File: config.mk
export PLATFORM = sky130hd
export DESIGN_NAME = eobd_decoder
export DESIGN_NICKNAME = d
export VERILOG_FILES = /design/src/pkg/eobd_pkg.sv /design/src/hdl/eobd_len.sv /design/src/hdl/eobd_decoder.sv
export SDC_FILE = /design/constraint.sdc
export NUM_CORES = 1
export LEC_CHECK = 0
export ABC_AREA = 1
export BUFFER_PORTS_ARGS = -buffer_cell sky130_fd_sc_hd__clkbuf_2
export CAP_MARGIN = 0
export CELL_PAD_IN_SITES_DETAIL_PLACEMENT = 1
export CELL_PAD_IN_SITES_GLOBAL_PLACEMENT = 1
export CORE_MARGIN = 8
export CORE_UTILIZATION = 38
export CTS_BUF_LIST = sky130_fd_sc_hd__clkbuf_4 sky130_fd_sc_hd__clkbuf_8
export CTS_CLUSTER_SIZE = 8
export DETAILED_ROUTE_END_ITERATION = 8
export MAX_ROUTING_LAYER = met4
export PLACE_DENSITY_LB_ADDON = 0.1
export SKIP_CTS_REPAIR_TIMING = 1
export SLEW_MARGIN = 10
export SYNTH_ARGS = -nofsm -noshare
export SYNTH_HDL_FRONTEND = slang
export SYNTH_HIERARCHICAL = 1
export SYNTH_SLANG_ARGS = --single-unit
File: constraint.sdc
create_clock -name clk -period 2.5 [get_ports clk]
set_input_delay 0.5 -clock clk [delete_from_list [all_inputs] [get_ports clk]]
set_output_delay 0.5 -clock clk [all_outputs]
set_load 0.005 [all_outputs]
File: src/pkg/eobd_pkg.sv
// Constants, types and functional notes for the opcode decoder
package eobd_pkg;

	// ------------------------------------------------------------
	// Prefix and special codes
	// ------------------------------------------------------------
	localparam logic [7:0] EOBD_PFX_BIT   = 8'h00CB;
	localparam logic [7:0] EOBD_PFX_IDX1  = 8'h00DD;
	localparam logic [7:0] EOBD_PFX_EXT   = 8'h00ED;
	localparam logic [7:0] EOBD_PFX_IDX2  = 8'h00FD;
	localparam logic [7:0] EOBD_OP_HALT   = 8'h0076;
	localparam logic [7:0] EOBD_OP_DIS    = 8'h00F3;
	localparam logic [7:0] EOBD_OP_ENA    = 8'h00FB;
	localparam logic [7:0] EOBD_OP_OUTN   = 8'h00D3;
	localparam logic [7:0] EOBD_OP_INN    = 8'h00DB;
	localparam logic [7:0] EOBD_OP_EXAF   = 8'h0008;
	localparam logic [7:0] EOBD_OP_PAIRSW = 8'h00D9;
	localparam logic [7:0] EOBD_OP_DECBR  = 8'h0010;
	localparam logic [7:0] EOBD_EXT_IM0   = 8'h0046;
	localparam logic [7:0] EOBD_EXT_IM1   = 8'h0056;
	localparam logic [7:0] EOBD_EXT_IM2   = 8'h005E;
	localparam logic [7:0] EOBD_EXT_RETM  = 8'h004D;
	localparam logic [7:0] EOBD_EXT_RETNM = 8'h0045;
	localparam logic [7:0] EOBD_EXT_BLKLO = 8'h00A0;
	localparam logic [7:0] EOBD_EXT_BLKHI = 8'h00BB;
	localparam logic [7:0] EOBD_BR_ADJ    = 8'h0002;
	localparam logic [2:0] EOBD_MEM_REG   = 3'h6;
	localparam logic [2:0] EOBD_SHIFT_GAP = 3'h6;

	// ------------------------------------------------------------
	// Operation classes reported to the datapath
	// ------------------------------------------------------------
	typedef enum logic [4:0] {
		EOBD_C_MISC      = 5'b00000,
		EOBD_C_LOAD8     = 5'b00001,
		EOBD_C_ALU       = 5'b00010,
		EOBD_C_HALT      = 5'b00011,
		EOBD_C_SHIFT     = 5'b00100,
		EOBD_C_BITTEST   = 5'b00101,
		EOBD_C_BITCLR    = 5'b00110,
		EOBD_C_BITSET    = 5'b00111,
		EOBD_C_UNDEF     = 5'b01000,
		EOBD_C_IMODE     = 5'b01001,
		EOBD_C_IDIS      = 5'b01010,
		EOBD_C_IENA      = 5'b01011,
		EOBD_C_RETM      = 5'b01100,
		EOBD_C_RETNM     = 5'b01101,
		EOBD_C_BLOCK     = 5'b01110,
		EOBD_C_RESTART   = 5'b01111,
		EOBD_C_PORTOUT   = 5'b10000,
		EOBD_C_PORTIN    = 5'b10001,
		EOBD_C_EXAF      = 5'b10010,
		EOBD_C_PAIRSW    = 5'b10011,
		EOBD_C_RELBR     = 5'b10100,
		EOBD_C_EXTOTHER  = 5'b10101
	} eobd_class_t;

	// Which register stands in for the pointer pair
	typedef enum logic [1:0] {
		EOBD_X_PTR  = 2'b00,
		EOBD_X_IDX1 = 2'b01,
		EOBD_X_IDX2 = 2'b10
	} eobd_idx_t;

	// Decoder sequencing states
	typedef enum logic [2:0] {
		EOBD_S_OPC  = 3'b000,
		EOBD_S_PFX2 = 3'b001,
		EOBD_S_DISP = 3'b010,
		EOBD_S_LO   = 3'b011,
		EOBD_S_HI   = 3'b100,
		EOBD_S_IMM  = 3'b101,
		EOBD_S_XCB  = 3'b110,
		EOBD_S_XOP  = 3'b111
	} eobd_state_t;

endpackage

File: src/hdl/eobd_len.sv
// Operand length classifier for unprefixed and indexed opcodes
`timescale 1ns/1ps
module eobd_len
(
	input  wire logic [7:0] opc,
	input  wire logic       indexed,
	output logic            has_imm16,
	output logic            has_imm8,
	output logic            has_rel,
	output logic            has_disp
);
	// ------------------------------------------------------------
	// Field lookups
	// ------------------------------------------------------------
	wire [1:0] quad = opc[7:6];
	wire [2:0] mid  = opc[5:3];
	wire [2:0] low  = opc[2:0];

	assign has_imm16 = (quad == 2'd0 && low == 3'd1 && !opc[3])
		|| (quad == 2'd0 && low == 3'd2 && mid[2])
		|| (quad == 2'd3 && (low == 3'd2 || low == 3'd4))
		|| opc == 8'h00C3 || opc == 8'h00CD;

	assign has_imm8 = (quad == 2'd0 && low == 3'd6)
		|| (quad == 2'd3 && low == 3'd6)
		|| opc == eobd_pkg::EOBD_OP_OUTN || opc == eobd_pkg::EOBD_OP_INN;

	assign has_rel = quad == 2'd0 && low == 3'd0 && mid >= 3'd2;

	assign has_disp = indexed && (
		(quad == 2'd1 && (low == eobd_pkg::EOBD_MEM_REG
			|| mid == eobd_pkg::EOBD_MEM_REG) && opc != eobd_pkg::EOBD_OP_HALT)
		|| (quad == 2'd2 && low == eobd_pkg::EOBD_MEM_REG)
		|| opc == 8'h0034 || opc == 8'h0035 || opc == 8'h0036);

endmodule

File: src/hdl/eobd_decoder.sv
// Byte-stream opcode decoder producing one decoded operation per instruction
`timescale 1ns/1ps
module eobd_decoder
(
	input  wire logic               clk,
	input  wire logic               sys_rst,
	input  wire logic [7:0]         byte_in,
	input  wire logic               byte_valid,
	output logic                    byte_ready,
	output logic                    op_valid,
	output eobd_pkg::eobd_class_t   op_class,
	output logic [7:0]              op_code,
	output eobd_pkg::eobd_idx_t     op_index,
	output logic [2:0]              op_group,
	output logic [2:0]              op_dst,
	output logic [2:0]              op_src,
	output logic [2:0]              op_bit,
	output logic [1:0]              op_imode,
	output logic [7:0]              op_vector,
	output logic [15:0]             op_operand,
	output logic [7:0]              op_disp,
	output logic                    op_uses_disp
);
	// ------------------------------------------------------------
	// Sequencer state
	// ------------------------------------------------------------
	eobd_pkg::eobd_state_t state;
	eobd_pkg::eobd_state_t next_state;
	eobd_pkg::eobd_idx_t   idx;
	logic                  in_ext;
	logic [7:0]            opc;
	logic [7:0]            disp;
	logic [7:0]            lo;
	logic                  need_imm8;

	// Always able to accept: the decoder never stalls its source
	assign byte_ready = 1'b1;
	wire take = byte_valid;

	// ------------------------------------------------------------
	// Length classifier on the current byte
	// ------------------------------------------------------------
	logic len_imm16;
	logic len_imm8;
	logic len_rel;
	logic len_disp;

	eobd_len u_len
	(
		.opc       (byte_in),
		.indexed   (idx != eobd_pkg::EOBD_X_PTR),
		.has_imm16 (len_imm16),
		.has_imm8  (len_imm8),
		.has_rel   (len_rel),
		.has_disp  (len_disp)
	);

	// Decoding of a bit-prefix operation byte, used twice
	function automatic eobd_pkg::eobd_class_t bit_class(input logic [7:0] b);
		case (b[7:6])
			2'd0: bit_class = (b[5:3] == eobd_pkg::EOBD_SHIFT_GAP)
				? eobd_pkg::EOBD_C_UNDEF : eobd_pkg::EOBD_C_SHIFT;
			2'd1: bit_class = eobd_pkg::EOBD_C_BITTEST;
			2'd2: bit_class = eobd_pkg::EOBD_C_BITCLR;
			default: bit_class = eobd_pkg::EOBD_C_BITSET;
		endcase
	endfunction

	// ------------------------------------------------------------
	// Unprefixed and indexed classification
	// ------------------------------------------------------------
	wire [1:0] quad = byte_in[7:6];
	wire       is_restart = quad == 2'd3 && byte_in[2:0] == 3'd7;
	wire       is_bitpfx  = byte_in == eobd_pkg::EOBD_PFX_BIT;
	wire       is_idxpfx  = byte_in == eobd_pkg::EOBD_PFX_IDX1
		|| byte_in == eobd_pkg::EOBD_PFX_IDX2;
	wire       is_extpfx  = byte_in == eobd_pkg::EOBD_PFX_EXT;
	eobd_pkg::eobd_class_t main_class;
	eobd_pkg::eobd_class_t ext_class;

	always_comb
	begin
		main_class = eobd_pkg::EOBD_C_MISC;
		if (byte_in == eobd_pkg::EOBD_OP_HALT)
			main_class = eobd_pkg::EOBD_C_HALT;
		else if (quad == 2'd1)
			main_class = eobd_pkg::EOBD_C_LOAD8;
		else if (quad == 2'd2)
			main_class = eobd_pkg::EOBD_C_ALU;
		else if (byte_in == eobd_pkg::EOBD_OP_DIS)
			main_class = eobd_pkg::EOBD_C_IDIS;
		else if (byte_in == eobd_pkg::EOBD_OP_ENA)
			main_class = eobd_pkg::EOBD_C_IENA;
		else if (is_restart)
			main_class = eobd_pkg::EOBD_C_RESTART;
		else if (byte_in == eobd_pkg::EOBD_OP_OUTN)
			main_class = eobd_pkg::EOBD_C_PORTOUT;
		else if (byte_in == eobd_pkg::EOBD_OP_INN)
			main_class = eobd_pkg::EOBD_C_PORTIN;
		else if (byte_in == eobd_pkg::EOBD_OP_EXAF)
			main_class = eobd_pkg::EOBD_C_EXAF;
		else if (byte_in == eobd_pkg::EOBD_OP_PAIRSW)
			main_class = eobd_pkg::EOBD_C_PAIRSW;
		else if (len_rel)
			main_class = eobd_pkg::EOBD_C_RELBR;
	end

	// Extended map, second byte
	always_comb
	begin
		ext_class = eobd_pkg::EOBD_C_EXTOTHER;
		if (byte_in == eobd_pkg::EOBD_EXT_IM0 || byte_in == eobd_pkg::EOBD_EXT_IM1
			|| byte_in == eobd_pkg::EOBD_EXT_IM2)
			ext_class = eobd_pkg::EOBD_C_IMODE;
		else if (byte_in == eobd_pkg::EOBD_EXT_RETM)
			ext_class = eobd_pkg::EOBD_C_RETM;
		else if (byte_in == eobd_pkg::EOBD_EXT_RETNM)
			ext_class = eobd_pkg::EOBD_C_RETNM;
		else if (byte_in >= eobd_pkg::EOBD_EXT_BLKLO
			&& byte_in <= eobd_pkg::EOBD_EXT_BLKHI && !byte_in[2])
			ext_class = eobd_pkg::EOBD_C_BLOCK;
	end

	wire [1:0] imode_sel = (byte_in == eobd_pkg::EOBD_EXT_IM0) ? 2'd0
		: (byte_in == eobd_pkg::EOBD_EXT_IM1) ? 2'd1 : 2'd2;
	// Extended forms with a 16-bit address: x3 and xB in rows 4..7
	wire ext_imm16 = quad == 2'd1 && byte_in[2:0] == 3'd3;

	// ------------------------------------------------------------
	// Next state
	// ------------------------------------------------------------
	wire first_done = !(len_imm16 || len_imm8 || len_rel || len_disp);

	always_comb
	begin
		next_state = state;
		if (take)
		begin
			case (state)
				eobd_pkg::EOBD_S_OPC:
				begin
					if (is_bitpfx && idx != eobd_pkg::EOBD_X_PTR)
						next_state = eobd_pkg::EOBD_S_XCB;
					else if (is_bitpfx || is_extpfx)
						next_state = eobd_pkg::EOBD_S_PFX2;
					else if (is_idxpfx)
						next_state = eobd_pkg::EOBD_S_OPC;
					else if (len_disp)
						next_state = eobd_pkg::EOBD_S_DISP;
					else if (len_imm16)
						next_state = eobd_pkg::EOBD_S_LO;
					else if (len_imm8 || len_rel)
						next_state = eobd_pkg::EOBD_S_IMM;
				end
				eobd_pkg::EOBD_S_PFX2:
					next_state = (in_ext && ext_imm16) ? eobd_pkg::EOBD_S_LO
						: eobd_pkg::EOBD_S_OPC;
				eobd_pkg::EOBD_S_DISP:
					next_state = need_imm8 ? eobd_pkg::EOBD_S_IMM : eobd_pkg::EOBD_S_OPC;
				eobd_pkg::EOBD_S_LO:  next_state = eobd_pkg::EOBD_S_HI;
				eobd_pkg::EOBD_S_HI:  next_state = eobd_pkg::EOBD_S_OPC;
				eobd_pkg::EOBD_S_IMM: next_state = eobd_pkg::EOBD_S_OPC;
				eobd_pkg::EOBD_S_XCB: next_state = eobd_pkg::EOBD_S_XOP;
				eobd_pkg::EOBD_S_XOP: next_state = eobd_pkg::EOBD_S_OPC;
				default:              next_state = eobd_pkg::EOBD_S_OPC;
			endcase
		end
	end

	// Instruction completes on this byte
	wire finish = take && (
		(state == eobd_pkg::EOBD_S_OPC && !is_bitpfx && !is_extpfx && !is_idxpfx
			&& first_done)
		|| (state == eobd_pkg::EOBD_S_PFX2 && !(in_ext && ext_imm16))
		|| (state == eobd_pkg::EOBD_S_DISP && !need_imm8)
		|| state == eobd_pkg::EOBD_S_HI || state == eobd_pkg::EOBD_S_IMM
		|| state == eobd_pkg::EOBD_S_XOP);

	// ------------------------------------------------------------
	// Context registers
	// ------------------------------------------------------------
	always_ff @(posedge clk or posedge sys_rst)
	begin
		if (sys_rst)
		begin
			state <= eobd_pkg::EOBD_S_OPC;
			idx <= eobd_pkg::EOBD_X_PTR;
			in_ext <= 1'b0;
			opc <= 8'h0000;
			disp <= 8'h0000;
			lo <= 8'h0000;
			need_imm8 <= 1'b0;
		end
		else
		begin
			state <= next_state;
			if (finish)
				idx <= eobd_pkg::EOBD_X_PTR;
			else if (take && state == eobd_pkg::EOBD_S_OPC && is_idxpfx)
				idx <= byte_in[5] ? eobd_pkg::EOBD_X_IDX2 : eobd_pkg::EOBD_X_IDX1;
			if (take && state == eobd_pkg::EOBD_S_OPC)
			begin
				in_ext <= is_extpfx;
				opc <= byte_in;
				need_imm8 <= len_imm8;
			end
			if (take && state == eobd_pkg::EOBD_S_PFX2)
				opc <= byte_in;
			if (take && (state == eobd_pkg::EOBD_S_DISP || state == eobd_pkg::EOBD_S_XCB))
				disp <= byte_in;
			if (take && state == eobd_pkg::EOBD_S_LO)
				lo <= byte_in;
		end
	end

	// ------------------------------------------------------------
	// Output selection for the finishing byte
	// ------------------------------------------------------------
	wire [7:0] fin_opc = (state == eobd_pkg::EOBD_S_OPC || state == eobd_pkg::EOBD_S_PFX2
		|| state == eobd_pkg::EOBD_S_XOP) ? byte_in : opc;
	eobd_pkg::eobd_class_t fin_class;
	always_comb
	begin
		case (state)
			eobd_pkg::EOBD_S_PFX2:
				fin_class = in_ext ? ext_class : bit_class(byte_in);
			eobd_pkg::EOBD_S_XOP:  fin_class = bit_class(byte_in);
			eobd_pkg::EOBD_S_OPC:  fin_class = main_class;
			eobd_pkg::EOBD_S_HI, eobd_pkg::EOBD_S_LO:
				fin_class = in_ext ? eobd_pkg::EOBD_C_EXTOTHER : eobd_pkg::EOBD_C_MISC;
			default:
				fin_class = (opc[7:6] == 2'd1) ? eobd_pkg::EOBD_C_LOAD8
					: (opc[7:6] == 2'd2) ? eobd_pkg::EOBD_C_ALU
					: (opc[7:6] == 2'd0 && opc[2:0] == 3'd0) ? eobd_pkg::EOBD_C_RELBR
					: (opc == eobd_pkg::EOBD_OP_OUTN) ? eobd_pkg::EOBD_C_PORTOUT
					: (opc == eobd_pkg::EOBD_OP_INN) ? eobd_pkg::EOBD_C_PORTIN
					: eobd_pkg::EOBD_C_MISC;
		endcase
	end

	wire [7:0] rel_adj = byte_in + eobd_pkg::EOBD_BR_ADJ;
	wire       rel_fin = state == eobd_pkg::EOBD_S_IMM && fin_class == eobd_pkg::EOBD_C_RELBR;
	wire [15:0] fin_operand = (state == eobd_pkg::EOBD_S_HI) ? {byte_in, lo}
		: rel_fin ? {{8{rel_adj[7]}}, rel_adj}
		: (state == eobd_pkg::EOBD_S_IMM) ? {8'h0000, byte_in} : 16'h0000;
	wire        fin_uses = state == eobd_pkg::EOBD_S_DISP || state == eobd_pkg::EOBD_S_XOP
		|| (state == eobd_pkg::EOBD_S_IMM && idx != eobd_pkg::EOBD_X_PTR && opc == 8'h0036);
	wire [7:0]  fin_disp = (state == eobd_pkg::EOBD_S_DISP) ? byte_in : disp;

	// Decoded operation register, one cycle pulse of op_valid
	always_ff @(posedge clk or posedge sys_rst)
	begin
		if (sys_rst)
		begin
			op_valid <= 1'b0;
			op_class <= eobd_pkg::EOBD_C_MISC;
			op_code <= 8'h0000;
			op_index <= eobd_pkg::EOBD_X_PTR;
			op_group <= 3'h0;
			op_dst <= 3'h0;
			op_src <= 3'h0;
			op_bit <= 3'h0;
			op_imode <= 2'h0;
			op_vector <= 8'h0000;
			op_operand <= 16'h0000;
			op_disp <= 8'h0000;
			op_uses_disp <= 1'b0;
		end
		else
		begin
			op_valid <= finish;
			if (finish)
			begin
				op_class <= fin_class;
				op_code <= fin_opc;
				op_index <= idx;
				op_group <= fin_opc[5:3];
				op_dst <= fin_opc[5:3];
				op_src <= fin_opc[2:0];
				op_bit <= fin_opc[5:3];
				op_imode <= imode_sel;
				op_vector <= {2'b00, fin_opc[5:3], 3'b000};
				op_operand <= fin_operand;
				op_disp <= fin_disp;
				op_uses_disp <= fin_uses;
			end
		end
	end

	// ------------------------------------------------------------
	// Checks
	// ------------------------------------------------------------
	property p_halt;
		@(posedge clk) disable iff (sys_rst)
		(byte_valid && state == eobd_pkg::EOBD_S_OPC && byte_in == eobd_pkg::EOBD_OP_HALT)
		|=> op_valid && op_class == eobd_pkg::EOBD_C_HALT;
	endproperty
	a_halt: assert property (p_halt) else $error("halt not decoded");

	property p_rel;
		@(posedge clk) disable iff (sys_rst)
		(byte_valid && state == eobd_pkg::EOBD_S_OPC && idx == eobd_pkg::EOBD_X_PTR
			&& byte_in == 8'h0018) ##1 byte_valid
		|=> op_valid && op_operand[7:0] == $past(byte_in) + 8'h0002;
	endproperty
	a_rel: assert property (p_rel) else $error("branch displacement wrong");

	property p_imm16;
		@(posedge clk) disable iff (sys_rst)
		(byte_valid && state == eobd_pkg::EOBD_S_OPC && idx == eobd_pkg::EOBD_X_PTR
			&& byte_in == 8'h0001) ##1 byte_valid[*2]
		|=> op_valid && op_operand == {$past(byte_in), $past(byte_in, 2)};
	endproperty
	a_imm16: assert property (p_imm16) else $error("16-bit operand wrong");

	property p_imm8;
		@(posedge clk) disable iff (sys_rst)
		(byte_valid && state == eobd_pkg::EOBD_S_OPC && idx == eobd_pkg::EOBD_X_PTR
			&& byte_in == 8'h0006) |=> !op_valid ##0 (state == eobd_pkg::EOBD_S_IMM);
	endproperty
	a_imm8: assert property (p_imm8) else $error("immediate byte skipped");

	property p_alu;
		@(posedge clk) disable iff (sys_rst)
		(byte_valid && state == eobd_pkg::EOBD_S_OPC && idx == eobd_pkg::EOBD_X_PTR
			&& byte_in[7:6] == 2'd2 && byte_in[2:0] != 3'd6)
		|=> op_class == eobd_pkg::EOBD_C_ALU && op_group == $past(byte_in[5:3]);
	endproperty
	a_alu: assert property (p_alu) else $error("accumulator group wrong");

	property p_gap;
		@(posedge clk) disable iff (sys_rst)
		(byte_valid && state == eobd_pkg::EOBD_S_PFX2 && !in_ext && byte_in[7:3] == 5'h06)
		|=> op_valid && op_class == eobd_pkg::EOBD_C_UNDEF;
	endproperty
	a_gap: assert property (p_gap) else $error("gap code given a function");

	property p_imode;
		@(posedge clk) disable iff (sys_rst)
		(byte_valid && state == eobd_pkg::EOBD_S_PFX2 && in_ext
			&& byte_in == eobd_pkg::EOBD_EXT_IM2)
		|=> op_class == eobd_pkg::EOBD_C_IMODE && op_imode == 2'd2;
	endproperty
	a_imode: assert property (p_imode) else $error("interrupt mode wrong");

	property p_restart;
		@(posedge clk) disable iff (sys_rst)
		(byte_valid && state == eobd_pkg::EOBD_S_OPC && byte_in == 8'h00FF)
		|=> op_class == eobd_pkg::EOBD_C_RESTART && op_vector == 8'h0038;
	endproperty
	a_restart: assert property (p_restart) else $error("restart vector wrong");

	property p_xbit;
		@(posedge clk) disable iff (sys_rst)
		(byte_valid && state == eobd_pkg::EOBD_S_XCB) ##1 byte_valid
		|=> op_valid && op_uses_disp && op_disp == $past(byte_in, 2);
	endproperty
	a_xbit: assert property (p_xbit) else $error("indexed bit displacement lost");

endmodule

# Word-level counts from Yosys, hierarchy flattened
# Cells that the tools add are included.
[classes] eq_ne=46 muxes=46 n_lt_le_gt_ge=3 add_sub_neg=1 n_reduce_logical=85
[ops] operator="$mux 5" count=22
[ops] operator="$eq 8x8->1 const B" count=13
[ops] operator="$eq 8x7->1 const B" count=6
[ops] operator="$mux 8" count=5
[ops] operator="$logic_and 1x1->1" count=35
[ops] operator="$eq 8x6->1 const B" count=4
[ops] operator="$mux 16" count=2
[ops] operator="$logic_or 1x1->1" count=31
[ops] operator="$eq 3x3->1 const B" count=8
[ops] operator="$mux 3" count=7
[ops] operator="$pmux 5 s4" count=1
[ops] operator="$pmux 3 s6" count=1
[ops] operator="$eq 3x2->1 const B" count=4
[ops] operator="$mux 2" count=6
[ops] operator="$pmux 4 s3" count=1
[ops] operator="$logic_not 3->1" count=3
[ops] operator="$add 8x2->8 const B" count=1
[ops] operator="$eq 8x4->1 const B" count=1
[ops] operator="$ge 8x8->1 const B" count=1
[ops] operator="$le 8x8->1 const B" count=1
[ops] operator="$logic_not 1->1" count=8
[ops] operator="$ne 8x7->1 const B" count=1
[ops] operator="$ne 7x7->1 const B" count=1
[ops] operator="$eq 2x2->1 const B" count=3
[ops] operator="10 further kinds" count=15
[word_totals] word_cells=198 ff_bits=80 out_inout_bits=64

# Depth between registers and ports, before layout
# Gate-level depths: netlist of run 1.
[depth] depth_word=19 mapped_depth=17 mapped_depth_nobuf=16

# Hierarchy
# Netlist of run 1, hierarchy kept.
[modules_own_cells] module="eobd_decoder" n_inst=1 seq_area_each_um2=1851.8 cells_per_inst=576 area_each_um2=4410.5
[modules_own_cells] module="eobd_len" n_inst=1 seq_area_each_um2=0.0 cells_per_inst=51 area_each_um2=219.0

# Worst setup path before layout of run 1
# No wires, ideal clock.
[synth_path] path_type="input -> register" start="input port byte_in[7]" end="register op_operand[2]" path_slack_ps=383 required_time_ps=2384 path_buffers=0 setup_ps=116 cell_stages=16 arrival_time_ps=2000 cell_sequence="inv_1 ha_1 inv_1 nor2_1 nand3_1 nand2_1 nor2_2 nand2_2 a21oi_4 nand3_4 nor2_8 nand2_1 nand2_1 nand3_1 nand2_1 nand2_1"
[synth_between] elab_chain_len=19 elab_cells_between_ends=101 classes_between="2 x order compare; 26 x eq/ne; 20 x mux; 53 x reduce/logical"
[synth_rtl] element="from (decl)" line="eobd_decoder.sv:7" source="input wire logic [7:0] byte_in,"
[synth_rtl] element="$logic_not 2->1"
[synth_rtl] element="$logic_and 1x1->1 (2 in a row)" line="eobd_len.sv:28" source="assign has_rel = quad == 2'd0 && low == 3'd0 && mid >= 3'd2;"
[synth_rtl] element="$mux 5" line="eobd_decoder.sv:104" source="else if (len_rel)"
[synth_rtl] element="$mux 5" line="eobd_decoder.sv:102" source="else if (byte_in == eobd_pkg::EOBD_OP_PAIRSW)"
[synth_rtl] element="$mux 5" line="eobd_decoder.sv:100" source="else if (byte_in == eobd_pkg::EOBD_OP_EXAF)"
[synth_rtl] element="$mux 5" line="eobd_decoder.sv:98" source="else if (byte_in == eobd_pkg::EOBD_OP_INN)"
[synth_rtl] element="$mux 5" line="eobd_decoder.sv:96" source="else if (byte_in == eobd_pkg::EOBD_OP_OUTN)"
[synth_rtl] element="$mux 5" line="eobd_decoder.sv:94" source="else if (is_restart)"
[synth_rtl] element="[2 not listed]"
[synth_rtl] element="$mux 5" line="eobd_decoder.sv:88" source="else if (quad == 2'd2)"
[synth_rtl] element="$mux 5" line="eobd_decoder.sv:86" source="else if (quad == 2'd1)"
[synth_rtl] element="$mux 5" line="eobd_decoder.sv:84" source="if (byte_in == eobd_pkg::EOBD_OP_HALT)"
[synth_rtl] element="$pmux 5 s4" line="eobd_decoder.sv:224" source="case (state)"
[synth_rtl] element="$eq 5x5->1" line="eobd_decoder.sv:242" source="wire rel_fin = state == eobd_pkg::EOBD_S_IMM && fin_class == eobd_pkg::EOBD_C_RELBR;"
[synth_rtl] element="$logic_and 1x1->1" line="eobd_decoder.sv:242"
[synth_rtl] element="$mux 16" line="eobd_decoder.sv:244" source=": rel_fin ? {{8{rel_adj[7]}}, rel_adj}"
[synth_rtl] element="$mux 16" line="eobd_decoder.sv:243" source="wire [15:0] fin_operand = (state == eobd_pkg::EOBD_S_HI) ? {byte_in, lo}"
[synth_rtl] element="to (signal assigned)" line="eobd_decoder.sv:283" source="op_operand <= fin_operand;"
[synth_rtl] element="to (decl)" line="eobd_decoder.sv:20" source="output logic [15:0] op_operand,"
# Several ways; a longest one is shown, not always the timed one.
# A chain may end at the register's enable or synchronous reset.

# Final worst setup path of run 1
# Ends and elaborated chain as after synthesis.

==> results of run 1 <==
==> flip-flops by register name, indices dropped and copies added, names as in the netlist <==
register,flops
in_ext,1
op_imode,2
idx,2
disp,8
op_disp,8
op_uses_disp,1
opc,8
op_code,8
op_class,5
state,3
lo,8
op_valid,1
op_index,2
op_operand,16
need_imm8,1
==> how the worst min path moves through the flow <==
stage / startpoint / to / slack [ns] / cells past startpoint
floorplan: lo[7]$_DFFE_PP0P_ / lo[7]$_DFFE_PP0P_ / 0.45 / 2
global placement: op_operand[4]$_DFFE_PP0P_ / op_operand[4]$_DFFE_PP0P_ / 0.46 / 2
detailed placement: op_imode[1]$_DFFE_PP0P_ / op_imode[1]$_DFFE_PP0P_ / 0.46 / 2
CTS: sys_rst / op_operand[5]$_DFFE_PP0P_ / 0.13 / 2
global route: sys_rst / op_operand[5]$_DFFE_PP0P_ / 0.17 / 2
finish: sys_rst / op_operand[6]$_DFFE_PP0P_ / 0.13 / 2
==> power groups by stage <==
stage | registers, mW | logic (mW) | clock network, mW
after global routing | 2.22 | 3.38 | 1.15
after floorplan | 2.05 | 2.08 | 0
after CTS | 2.14 | 3.02 | 1.12
after detailed placement | 2.16 | 3.01 | 0
after global placement | 2.13 | 2.95 | 0
final | 2.14 | 2.97 | 1.09
==> through the flow <==
stage | setup TNS (ns) | util, % | worst slack [ns] | hold slack [ns]
3_3_place_gp | -2.27 | 44.6 | -0.184 | 0.464
2_1_floorplan | 0 | - | 0.118 | 0.453
4_1_cts | 0 | 46.5 | 0.158 | 0.128
5_1_grt | 0 | 46.6 | 0.0169 | 0.168
6_report | 0 | 46.6 | 0.211 | 0.128
3_5_place_dp | -4.15 | 44.6 | -0.248 | 0.464
==> critical path, stage by stage <==
cell,delay [ns]
clkbuf_2,0.15
inv_1,0.08
ha_2,0.24
inv_1,0.14
nor2_1,0.08
nand3_1,0.14
nand2_1,0.14
nor2_2,0.13
nand2_2,0.08
a21oi_4,0.19
nand3_4,0.12
nor2_8,0.18
nand2_1,0.10
nand2_1,0.07
nand3_1,0.06
nand2_1,0.08
nand2_1,0.05
==> layout make-up <==
type | instances | area, um^2
clock buffers | 10 | 138
clock inverters | 6 | 88.8
fillers | 1555 | 6380
inverters | 50 | 195
multi-input cells | 464 | 2300
flip-flops and latches | 74 | 1850
well taps | 147 | 184
repair buffers | 121 | 813
==> layout by cell type (no fill, tap or decap), types with 2 or more instances in the layout <==
cell	instances
a21oi_1	25
a21oi_2	3
a31oi_1	12
buf_12	6
buf_4	47
bufinv_16	2
clkbuf_2	68
clkbuf_8	10
clkinvlp_4	2
conb_1	6
dfrtp_1	73
ha_1	5
inv_1	37
inv_2	9
inv_4	3
nand2_1	162
nand2_2	9
nand2_4	2
nand3_1	38
nand3_2	2
nand3_4	2
nand3b_1	2
nand4_1	11
nor2_1	81
nor2_2	8
nor2_4	2
nor3_1	5
nor3_4	2
o21ai_0	56
o21ai_1	7
o21ai_2	2
or2_1	2
xor2_1	5
==> Yosys cell counts (3+ instances only) <==
cell,n
buf_4,28
nand3_1,38
inv_4,3
inv_2,8
nor3_1,5
o21ai_0,56
buf_6,4
ha_1,6
clkbuf_1,6
dfrtp_1,74
a31oi_1,12
nor2_1,81
nand2_2,9
nor2_2,8
buf_2,5
nand4_1,11
nand2_1,162
inv_1,38
a21oi_1,26
xor2_1,5
o21ai_1,8
==> per-layer routing <==
metal  part of all wire, %  vias to the layer above  GRT usage [%]
met5                     0                        -              -
met3                   3.5                       20           4.44
li1                      -                     2206              -
met2                    48                       85           32.9
met4                   2.0                        0           6.58
met1                    47                     2156           26.2
==> cell families (layout without fill, tap and decap cells) <==
logic type	Yosys count	count (layout)	share of synthesized area, %
AOI/OAI and AO/OA	111	111	13.1
xor gates and xnor gates	5	5	0.946
adders and majority gates	6	6	1.62
buffers and inverters	93	187	10.8
DFF	74	74	40.0
other	2	6	0.162
and+or+nand+nor	336	336	33.4
==> metrics.md, run 1 <==
| Metric | Value |
|---|---|
| Worst IR Drop VDD | 0.457 mV |
| Total placed cells including tap cells | 856 |
| Sequential share of power | 34.5% |
| Overall routed net length | 15,700 um |
| Synth Warn # | 6 |
| Number of synthesized register bits | 74 |
| Vias/cell | 5.12 |
| Mapped Avg Cell Area | 7.38 um^2 |
| WL per Instance | 18.0 um |
| Clk slew on worst S/H paths | 0.09 ns |
| Fin crit share | 91.6% |
| Post-synth EDFFs | 0 |
| Clk buf depth | 2 |
| Max transition margin | 65.6% |
| Die Y | 126 um |
| Status | finished, final reports clean |
| R2R depth | 14 |
| Post-DP HPWL | 12,500 um |
| Final std cell area, no fill | 5580 um^2 |
| Layout cells sized above 1 | 25.9% |
| Placeable Area | 12,000 um^2 |
| CP max FO | 10 |
| Library cells used by synthesis | 46 |
| CTS tree | built |
| Top-area cell type share of the netlist area | 40.0% |
| Crit end category | register |
| Largest net degree at the start of global routing | 49 |
| Critical path startpoint category | input pin |
| Via count | 4,467 |
| Leak pwr | 2.83 nW |
| Max Cap Viol | 0 |
| Global route overflow | 0 |
| # port buffers | 68 |
| Critical path origin | byte_in[7] |
| Htree depth | 3 |
| Clk_skew | 0.0105 ns |
| Async SR Flop Fraction | 100% |
| Final setup viols | 0 |
| CTS root buffer | clkbuf_8 |
| Initial antenna violation count | 0 |
| Worst setup path class | input pin to register |
| Diode count | 0 |
| GPL Wtd Cong | 0.880 |
| Drt pass-1 iters | 4 |
| Slew Limit Fails | 0 |
| Initial core utilization | 38.7% |
| Placement-stage cell area | 5340 um^2 |
| Area delta synth->final | 20.5% |
| Boundary Pins | 75 |
| FF-to-FF Start | state[2]$_DFFE_PP0P_ |
| Vias in the first global route | 4,748 |
| Die Area | 16,000 um^2 |
| Fin. Hold Viols | 0 |
| Min cycle time layout | 2.29 ns |
| RSZ-0062 raised after global routing | no |
| Syn Inst Count | 627 |
| First-pass GRT wire length | 25,500 um |
| Hold WC Path Type | input pin to asynchronous set/reset pin |
| DR DRC count | 0 |
| FF-to-FF setup slack | 0.27 ns |
| Data arrival time of the worst path | 2.55 ns |
| Clock power frac | 17.6% |
| Row count | 40 |
| Combinational share of power | 47.9% |
| Internal | 3.48 mW |
| Total power | 6.20 mW |
| Critical Path Sink | op_operand[2]$_DFFE_PP0P_ |
| Die W | 126 um |
| Nets | 737 |
| TritonCTS buffer count | 9 |
| Worst-Skew Late Latency | 0.37 ns |
| Total GRT Usage | 20.9% |
| Number of DRC markers in iteration 0 | 242 |
| Antenna Nets Post-Route | 0 |
| Switch share | 43.8% |
| Largest area contributor in the netlist | dfrtp_1 |
| Most used DFF post-synth | dfrtp_1 |
| Measured slew at the worst slew-check pin | 0.515 ns |
| Top cells by area, synth | dfrtp_1 (40%), nand2_1 (13%), nor2_1 (6.6%) |
| Power per standard cell area | 1110 nW/um^2 |
| Sw Pwr | 2.72 mW |
| Sequential-to-total area share from yosys stat | 40.0% |
| Worst EP required | 2.76 ns |
| Clock sink count | 74 |
| Fmax | 437 MHz |
| Worst R2R End | op_operand[2]$_DFFE_PP0P_ |
| Final cell count without fillers | 872 |
| Synthesized area | 4630 um^2 |
(Power assumes the default switching activity.)
==> run 2: changes to the inputs <==
--- a/config.mk
+++ b/config.mk
@@ -10,6 +10,7 @@
 export CAP_MARGIN = 0
 export CELL_PAD_IN_SITES_DETAIL_PLACEMENT = 1
 export CELL_PAD_IN_SITES_GLOBAL_PLACEMENT = 1
+export CORE_ASPECT_RATIO = 1.2
 export CORE_MARGIN = 8
 export CORE_UTILIZATION = 38
 export CTS_BUF_LIST = sky130_fd_sc_hd__clkbuf_4 sky130_fd_sc_hd__clkbuf_8
==> run 2 against run 1 <==
Net effect:
- register-to-register slack worse by 0.02 ns
- combinational power hardly changed
- via count is 1.0% higher
- routed wire length is 0.90% higher
- global-route usage is 0.76 points higher
- clock skew is 0.0023 ns higher
- first-iteration DRC count is 3.7% lower
- final area is 1.4% lower
==> metrics.md, run 2 (same netlist as run 1, synthesis figures left out) <==
| Metric | Value |
|---|---|
| Status | finished, final reports clean |
| Measured slew at the worst slew-check pin | 0.691 ns (+0.176 ns) |
| Number of DRC markers in iteration 0 | 233 (-3.7%) |
| Final std cell area, no fill | 5500 um^2 (-1.4%) |
| CP max-delay cell | ha_1 |
| Total power | 6.06 mW (-2.2%) |
| Total GRT Usage | 21.6% (+0.76 points) |
| WL per Instance | 18.0 um (-0.47%) |
| Footprint of the multi-input gates | 2290 um^2 (-0.43%) |
| Largest net degree at the start of global routing | 45 (-8.2%) |
| Sw Pwr | 2.70 mW (-0.50%) |
| Clk buf depth | 2 (unchanged) |
| Nets | 735 (-0.27%) |
| Overall routed net length | 15,900 um (+0.90%) |
| Data arrival time of the worst path | 2.54 ns (about the same) |
| Worst EP required | 2.75 ns (about the same) |
| First-pass GRT wire length | 25,600 um (+0.40%) |
| Switch share | 44.6% (+0.75 points) |
| Final cell count without fillers | 884 (+1.4%) |
| RSZ-0062 raised after global routing | no |
| Area delta synth->final | 18.8% |
| GPL Wtd Cong | 0.908 (+3.1%) |
| Worst-Skew Late Latency | 0.36 ns (about the same) |
| DR DRC count | 0 (unchanged) |
| Max transition margin | 53.9% (-12 points) |
| Crit-path max cell delay | 0.32 ns (+0.08 ns) |
| Power per standard cell area | 1100 nW/um^2 (-0.76%) |
| Commonest non-fill, non-tap cell in the layout | nand2_1 |
| CTS root buffer | clkbuf_8 |
| Fin crit share | 91.4% (-0.15 points) |
| Final setup margin | 0.214 ns (+0.00380 ns) |
| Fmax | 438 MHz (+0.17%) |
| Post-DP HPWL | 12,700 um (+1.6%) |
| Max FFs per register | 16 (unchanged) |
| Boundary Pins | 75 (unchanged) |
| Die Y | 137 um (+8.3%) |
| Placement-stage cell area | 5300 um^2 (-0.66%) |
| # port buffers | 68 (unchanged) |
| Row count | 44 (+10%) |
| Layout cells sized above 1 | 25.2% (-0.76 points) |
| Global route overflow | 0 (unchanged) |
| Initial antenna violation count | 0 (unchanged) |
| Placeable Area | 12,000 um^2 (+0.33%) |
| Combinational share of power | 48.9% (+1.0 points) |
| Min cycle time layout | 2.29 ns (-0.00380 ns) |
| Worst IR Drop VDD | 0.441 mV (-3.5%) |
| Worst setup path class | input pin to register |
| Die Area | 16,000 um^2 (about the same) |
| Htree depth | 3 (unchanged) |
| Final setup viols | 0 (unchanged) |
| Crit end category | register |
| Leak pwr | 2.79 nW (-1.1%) |
| Clock power frac | 15.6% (-2.0 points) |
| Vias in the first global route | 4,735 (-0.27%) |
| Internal | 3.36 mW (-3.5%) |
| Max Cap Viol | 0 (unchanged) |
| TNS Setup | 0 ns (unchanged) |
| Critical path startpoint category | input pin |
| Clk slew on worst S/H paths | 0.08 ns (about the same) |
| Clock sink count | 74 (unchanged) |
| Total placed cells including tap cells | 868 (+1.4%) |
| Slew Limit Fails | 0 (unchanged) |
| Via count | 4,512 (+1.0%) |
| Worst slack, placed | -0.157 ns (+0.0905 ns) |
| CTS tree | built |
| Sequential share of power | 35.5% (+1.0 points) |
| Sequential cell area | 1850 um^2 (about the same) |
| Fill count | 1,587 (+2.1%) |
| Cells along the critical path | clkbuf_2 > inv_1 > ha_1 > nor3_2 > nand2_1 > nor2_1 > nand2_1 > nand3b_1 > nand2_2 > nor2_8 > nand2_1 > nand2_1 > nand3_1 > nand2_1 > nand2_1 |
| Die W | 117 um (-7.6%) |
| Most used cell, CP | nand2_1 |
| CP max FO | 10 (unchanged) |
| Clk_skew | 0.0128 ns (+0.00229 ns) |
| Drt pass-1 iters | 4 (unchanged) |
| Antenna Nets Post-Route | 0 (unchanged) |
| Most frequent cells in the layout | nand2_1 (162), nor2_1 (81), dfrtp_1 (74), clkbuf_2 (68), o21ai_0 (56) |
| Fin. Hold Viols | 0 (unchanged) |
| TritonCTS buffer count | 9 (unchanged) |
| Diode count | 0 (unchanged) |
| Vias/cell | 5.10 (-0.36%) |
| Largest reg by FF count | op_operand |
| Initial core utilization | 38.6% (-0.13 points) |
| Hold WC Path Type | input pin to asynchronous set/reset pin |
[run 2: power groups by stage]
stage / registers (mW) / clock network, mW / logic (mW)
6_report: 2.15 / 0.948 / 2.96
3_5_place_dp: 2.18 / 0 / 3.02
4_1_cts: 2.15 / 0.986 / 3.03
2_1_floorplan: 2.05 / 0 / 2.08
5_1_grt: 2.23 / 1.04 / 3.37
3_3_place_gp: 2.13 / 0 / 2.94
[run 2: metrics by stage]
stage / utilization [%] / hold slack (ns)
after CTS: 45.8 / 0.237
final: 45.8 / 0.220
after global placement: 44.2 / 0.463
after global routing: 45.8 / 0.256
after floorplan: - / 0.453
after detailed placement: 44.2 / 0.468
[run 2: path summary, 6_finish.rpt]
| path | end | cells after the start | from | slack, ns |
|---|---|---|---|---|
| setup / recovery | op_operand[3]$_DFFE_PP0P_ | 15 | byte_in[6] | 0.21 |
| min in group clk | op_operand[6]$_DFFE_PP0P_ | 2 | op_operand[6]$_DFFE_PP0P_ | 0.48 |
| hold reg to reg | op_operand[6]$_DFFE_PP0P_ | 2 | op_operand[6]$_DFFE_PP0P_ | 0.48 |
| setup reg to reg | op_disp[4]$_DFFE_PP0P_ | 12 | idx[1]$_DFFE_PP0P_ | 0.25 |
| max in group asynchronous | idx[0]$_DFFE_PP0P_ | 3 | sys_rst | 1.60 |
| hold / removal | op_operand[0]$_DFFE_PP0P_ | 2 | sys_rst | 0.22 |
[run 2: final cells by class]
type / instances / share of cell area, %
Timing Repair Buffer: 119 / 13.8
Clock buffer: 11 / 2.53
Tap cell: 161 / 3.66
Inverter: 50 / 3.55
Clock inverter: 5 / 1.00
Multi-Input combinational cell: 464 / 41.7
Sequential cell: 74 / 33.7
[run 2: routing by layer]
| metal | global-route usage (%) | up-vias | share of wire (%) |
|---|---|---|---|
| met4 | 5.92 | 0 | 0.85 |
| met5 | - | - | 0 |
| met1 | 25.6 | 2223 | 44 |
| met2 | 37.4 | 85 | 52 |
| met3 | 3.05 | 10 | 3.6 |
| li1 | - | 2194 | - |
[run 2: worst max-delay path: cells and delay by family]
family                   cells  cell delay [ns]
adder cells (fa/ha/maj)      1             0.32
buffers and inverters        2             0.38
AND/OR/NAND/NOR             12             1.34
==> run 3: changes to the inputs <==
--- a/config.mk
+++ b/config.mk
@@ -16,6 +16,7 @@
 export CTS_BUF_LIST = sky130_fd_sc_hd__clkbuf_4 sky130_fd_sc_hd__clkbuf_8
 export CTS_CLUSTER_SIZE = 8
 export DETAILED_ROUTE_END_ITERATION = 8
+export GPL_TIMING_DRIVEN = 0
 export MAX_ROUTING_LAYER = met4
 export PLACE_DENSITY_LB_ADDON = 0.1
 export SKIP_CTS_REPAIR_TIMING = 1
==> run 3 against run 2 <==
Net effect:
- final area shrank 0.18%
- clock-buffer cell count shrank 1
- routed wire length shrank 1.4%
- critical endpoint is now op_operand[6]$_DFFE_PP0P_
- highest routed layer unchanged
==> metrics.md, run 3 (same netlist as run 1, synthesis figures left out) <==
| Metric | Value |
|---|---|
| Status | finished, final reports clean |
| Fill count | 1,571 (-1.0%) |
| Die Y | 137 um (unchanged) |
| Worst-Skew Late Latency | 0.36 ns (about the same) |
| Drt pass-1 iters | 4 (unchanged) |
| Die W | 117 um (unchanged) |
| DR DRC count | 0 (unchanged) |
| Largest net degree at the start of global routing | 43 (-4.4%) |
| Final setup viols | 0 (unchanged) |
| CP delay by family, top | simple AND/OR/NAND/NOR gates |
| Leak pwr | 2.76 nW (-1.4%) |
| R2R depth | 12 (unchanged) |
| Most used cell, CP | nand2_1 |
| Largest reg by FF count | op_operand |
| Vias/cell | 5.11 (+0.17%) |
| Worst setup path class | input pin to register |
| Crit-path max cell delay | 0.22 ns (-0.10 ns) |
| Max Cap Viol | 0 (unchanged) |
| Vias in the first global route | 4,608 (-2.7%) |
| Overall routed net length | 15,600 um (-1.4%) |
| CTS tree | built |
| Fmax | 417 MHz (-4.7%) |
| Clk_skew | 0.0133 ns (+0.000581 ns) |
| Nets | 736 (+0.14%) |
| Worst R2R End | op_code[0]$_DFFE_PP0P_ |
| Layout cells sized above 1 | 25.1% (-0.035 points) |
| Crit end category | register |
| Hold WC Path Type | input pin to asynchronous set/reset pin |
| FF-to-FF setup slack | 0.25 ns (about the same) |
| Cells along the critical path | buf_6 > clkinvlp_4 > ha_4 > inv_1 > nor2_1 > nand3_1 > nand2_1 > nor2_2 > nand2_2 > a21oi_4 > nand3_4 > nor2_8 > buf_12 > nand2_4 > nand2_1 > nand3_1 > nand2_1 > nand2_1 |
| Htree depth | 3 (unchanged) |
| Antenna Nets Post-Route | 0 (unchanged) |
| Initial antenna violation count | 0 (unchanged) |
| Diode count | 0 (unchanged) |
| Worst EP required | 2.75 ns (about the same) |
| Number of DRC markers in iteration 0 | 274 (+18%) |
| Fin crit share | 96.0% (+4.5 points) |
| Commonest non-fill, non-tap cell in the layout | nand2_1 |
| TritonCTS buffer count | 9 (unchanged) |
| Critical path startpoint category | input pin |
| Post-DP HPWL | 12,200 um (-3.6%) |
| Initial core utilization | 38.6% (unchanged) |
| Worst IR Drop VDD | 0.446 mV (+1.2%) |
| Max transition margin | 61.1% (+7.2 points) |
| Clk buf depth | 2 (unchanged) |
| First-pass GRT wire length | 24,800 um (-3.2%) |
| Buf/Inv on CP | 4 (+2) |
| Data arrival time of the worst path | 2.65 ns (+0.11 ns) |
| Boundary Pins | 75 (unchanged) |
| FF-to-FF Start | idx[1]$_DFFE_PP0P_ |
| Placement-stage cell area | 5210 um^2 (-1.8%) |
| WL per Instance | 17.7 um (-1.5%) |
| Die Area | 16,000 um^2 (unchanged) |
| WHS | 0.135 ns (-0.0852 ns) |
| Fin. Hold Viols | 0 (unchanged) |
| Via count | 4,525 (+0.29%) |
| Placeable Area | 12,000 um^2 (unchanged) |
| Measured slew at the worst slew-check pin | 0.581 ns (-0.109 ns) |
| Max FFs per register | 16 (unchanged) |
| Total GRT Usage | 20.9% (-0.75 points) |
| # port buffers | 68 (unchanged) |
| Min cycle time layout | 2.40 ns (+0.113 ns) |
| Clock sink count | 74 (unchanged) |
| Row count | 44 (unchanged) |
| Most frequent cells in the layout | nand2_1 (162), nor2_1 (80), dfrtp_1 (74), clkbuf_2 (66), o21ai_0 (56) |
| Area delta synth->final | 18.5% |
| Clk slew on worst S/H paths | 0.09 ns (about the same) |
| CP max-delay cell | ha_4 |
| GPL Wtd Cong | 0.887 (-2.3%) |
| CP max FO | 13 (+3) |
| Global route overflow | 0 (unchanged) |
| Slew Limit Fails | 0 (unchanged) |
| Power per standard cell area | 1130 nW/um^2 (+2.4%) |
| Final std cell area, no fill | 5490 um^2 (-0.18%) |
| CTS root buffer | clkbuf_8 |
## run 3: area by class of cell
class	count	area [um^2]	share of cell area, %
Buffer	43	303	5.52
Clock inverter	6	41.3	0.752
Tap cell	161	201	3.67
Sequential cell	74	1850	33.7
Timing Repair Buffer	77	442	8.05
Multi-Input combinational cell	464	2310	42.1
Inverter	50	205	3.74
Clock buffer	10	131	2.39
## run 3: metal layers
layer | vias up | wire (um) | share of wire [%] | track usage, %
li1 | 2198 | - | - | -
met5 | - | 0 | 0 | -
met3 | 23 | 674 | 4.3 | 3.13
met2 | 99 | 7610 | 49 | 34.1
met4 | 0 | 436 | 2.8 | 7.27
met1 | 2205 | 6920 | 44 | 25.6
## run 3: worst max-delay path by stage
stage | slack, ns | depth (start not counted) | startpoint | endpoint
final | 0.10 | 18 | byte_in[7] | op_operand[6]$_DFFE_PP0P_
after global routing | -0.009 | 18 | byte_in[7] | op_operand[7]$_DFFE_PP0P_
after CTS | -0.27 | 17 | byte_in[7] | op_operand[3]$_DFFE_PP0P_
after detailed placement | -0.65 | 17 | byte_in[7] | op_operand[3]$_DFFE_PP0P_
after floorplan | 0.12 | 1 | sys_rst | disp[0]$_DFFE_PP0P_
after global placement | -0.82 | 2 | sys_rst | need_imm8$_DFFE_PP0P_
## run 3: stage by stage
step	cells	total power [mW]	worst slack [ns]	TNS, ns	utilization [%]
after global routing	885	6.74	-0.00939	-0.00953	45.7
after detailed placement	861	5.31	-0.655	-14.97	43.4
after global placement	860	5.18	-0.824	-72.33	43.2
after floorplan	631	4.13	0.118	0	-
after CTS	877	6.18	-0.274	-3.30	44.8
final	885	6.19	0.101	0	45.7
## run 3: power breakdown
| group | internal (mW) | leakage (nW) | switching (mW) | total, mW |
|---|---|---|---|---|
| clock | 0.371 | 0.0821 | 0.488 | 0.859 |
| sequential | 1.73 | 0.926 | 0.357 | 2.09 |
| combinational | 1.30 | 1.75 | 1.95 | 3.25 |
| total | 3.40 | 2.76 | 2.79 | 6.19 |
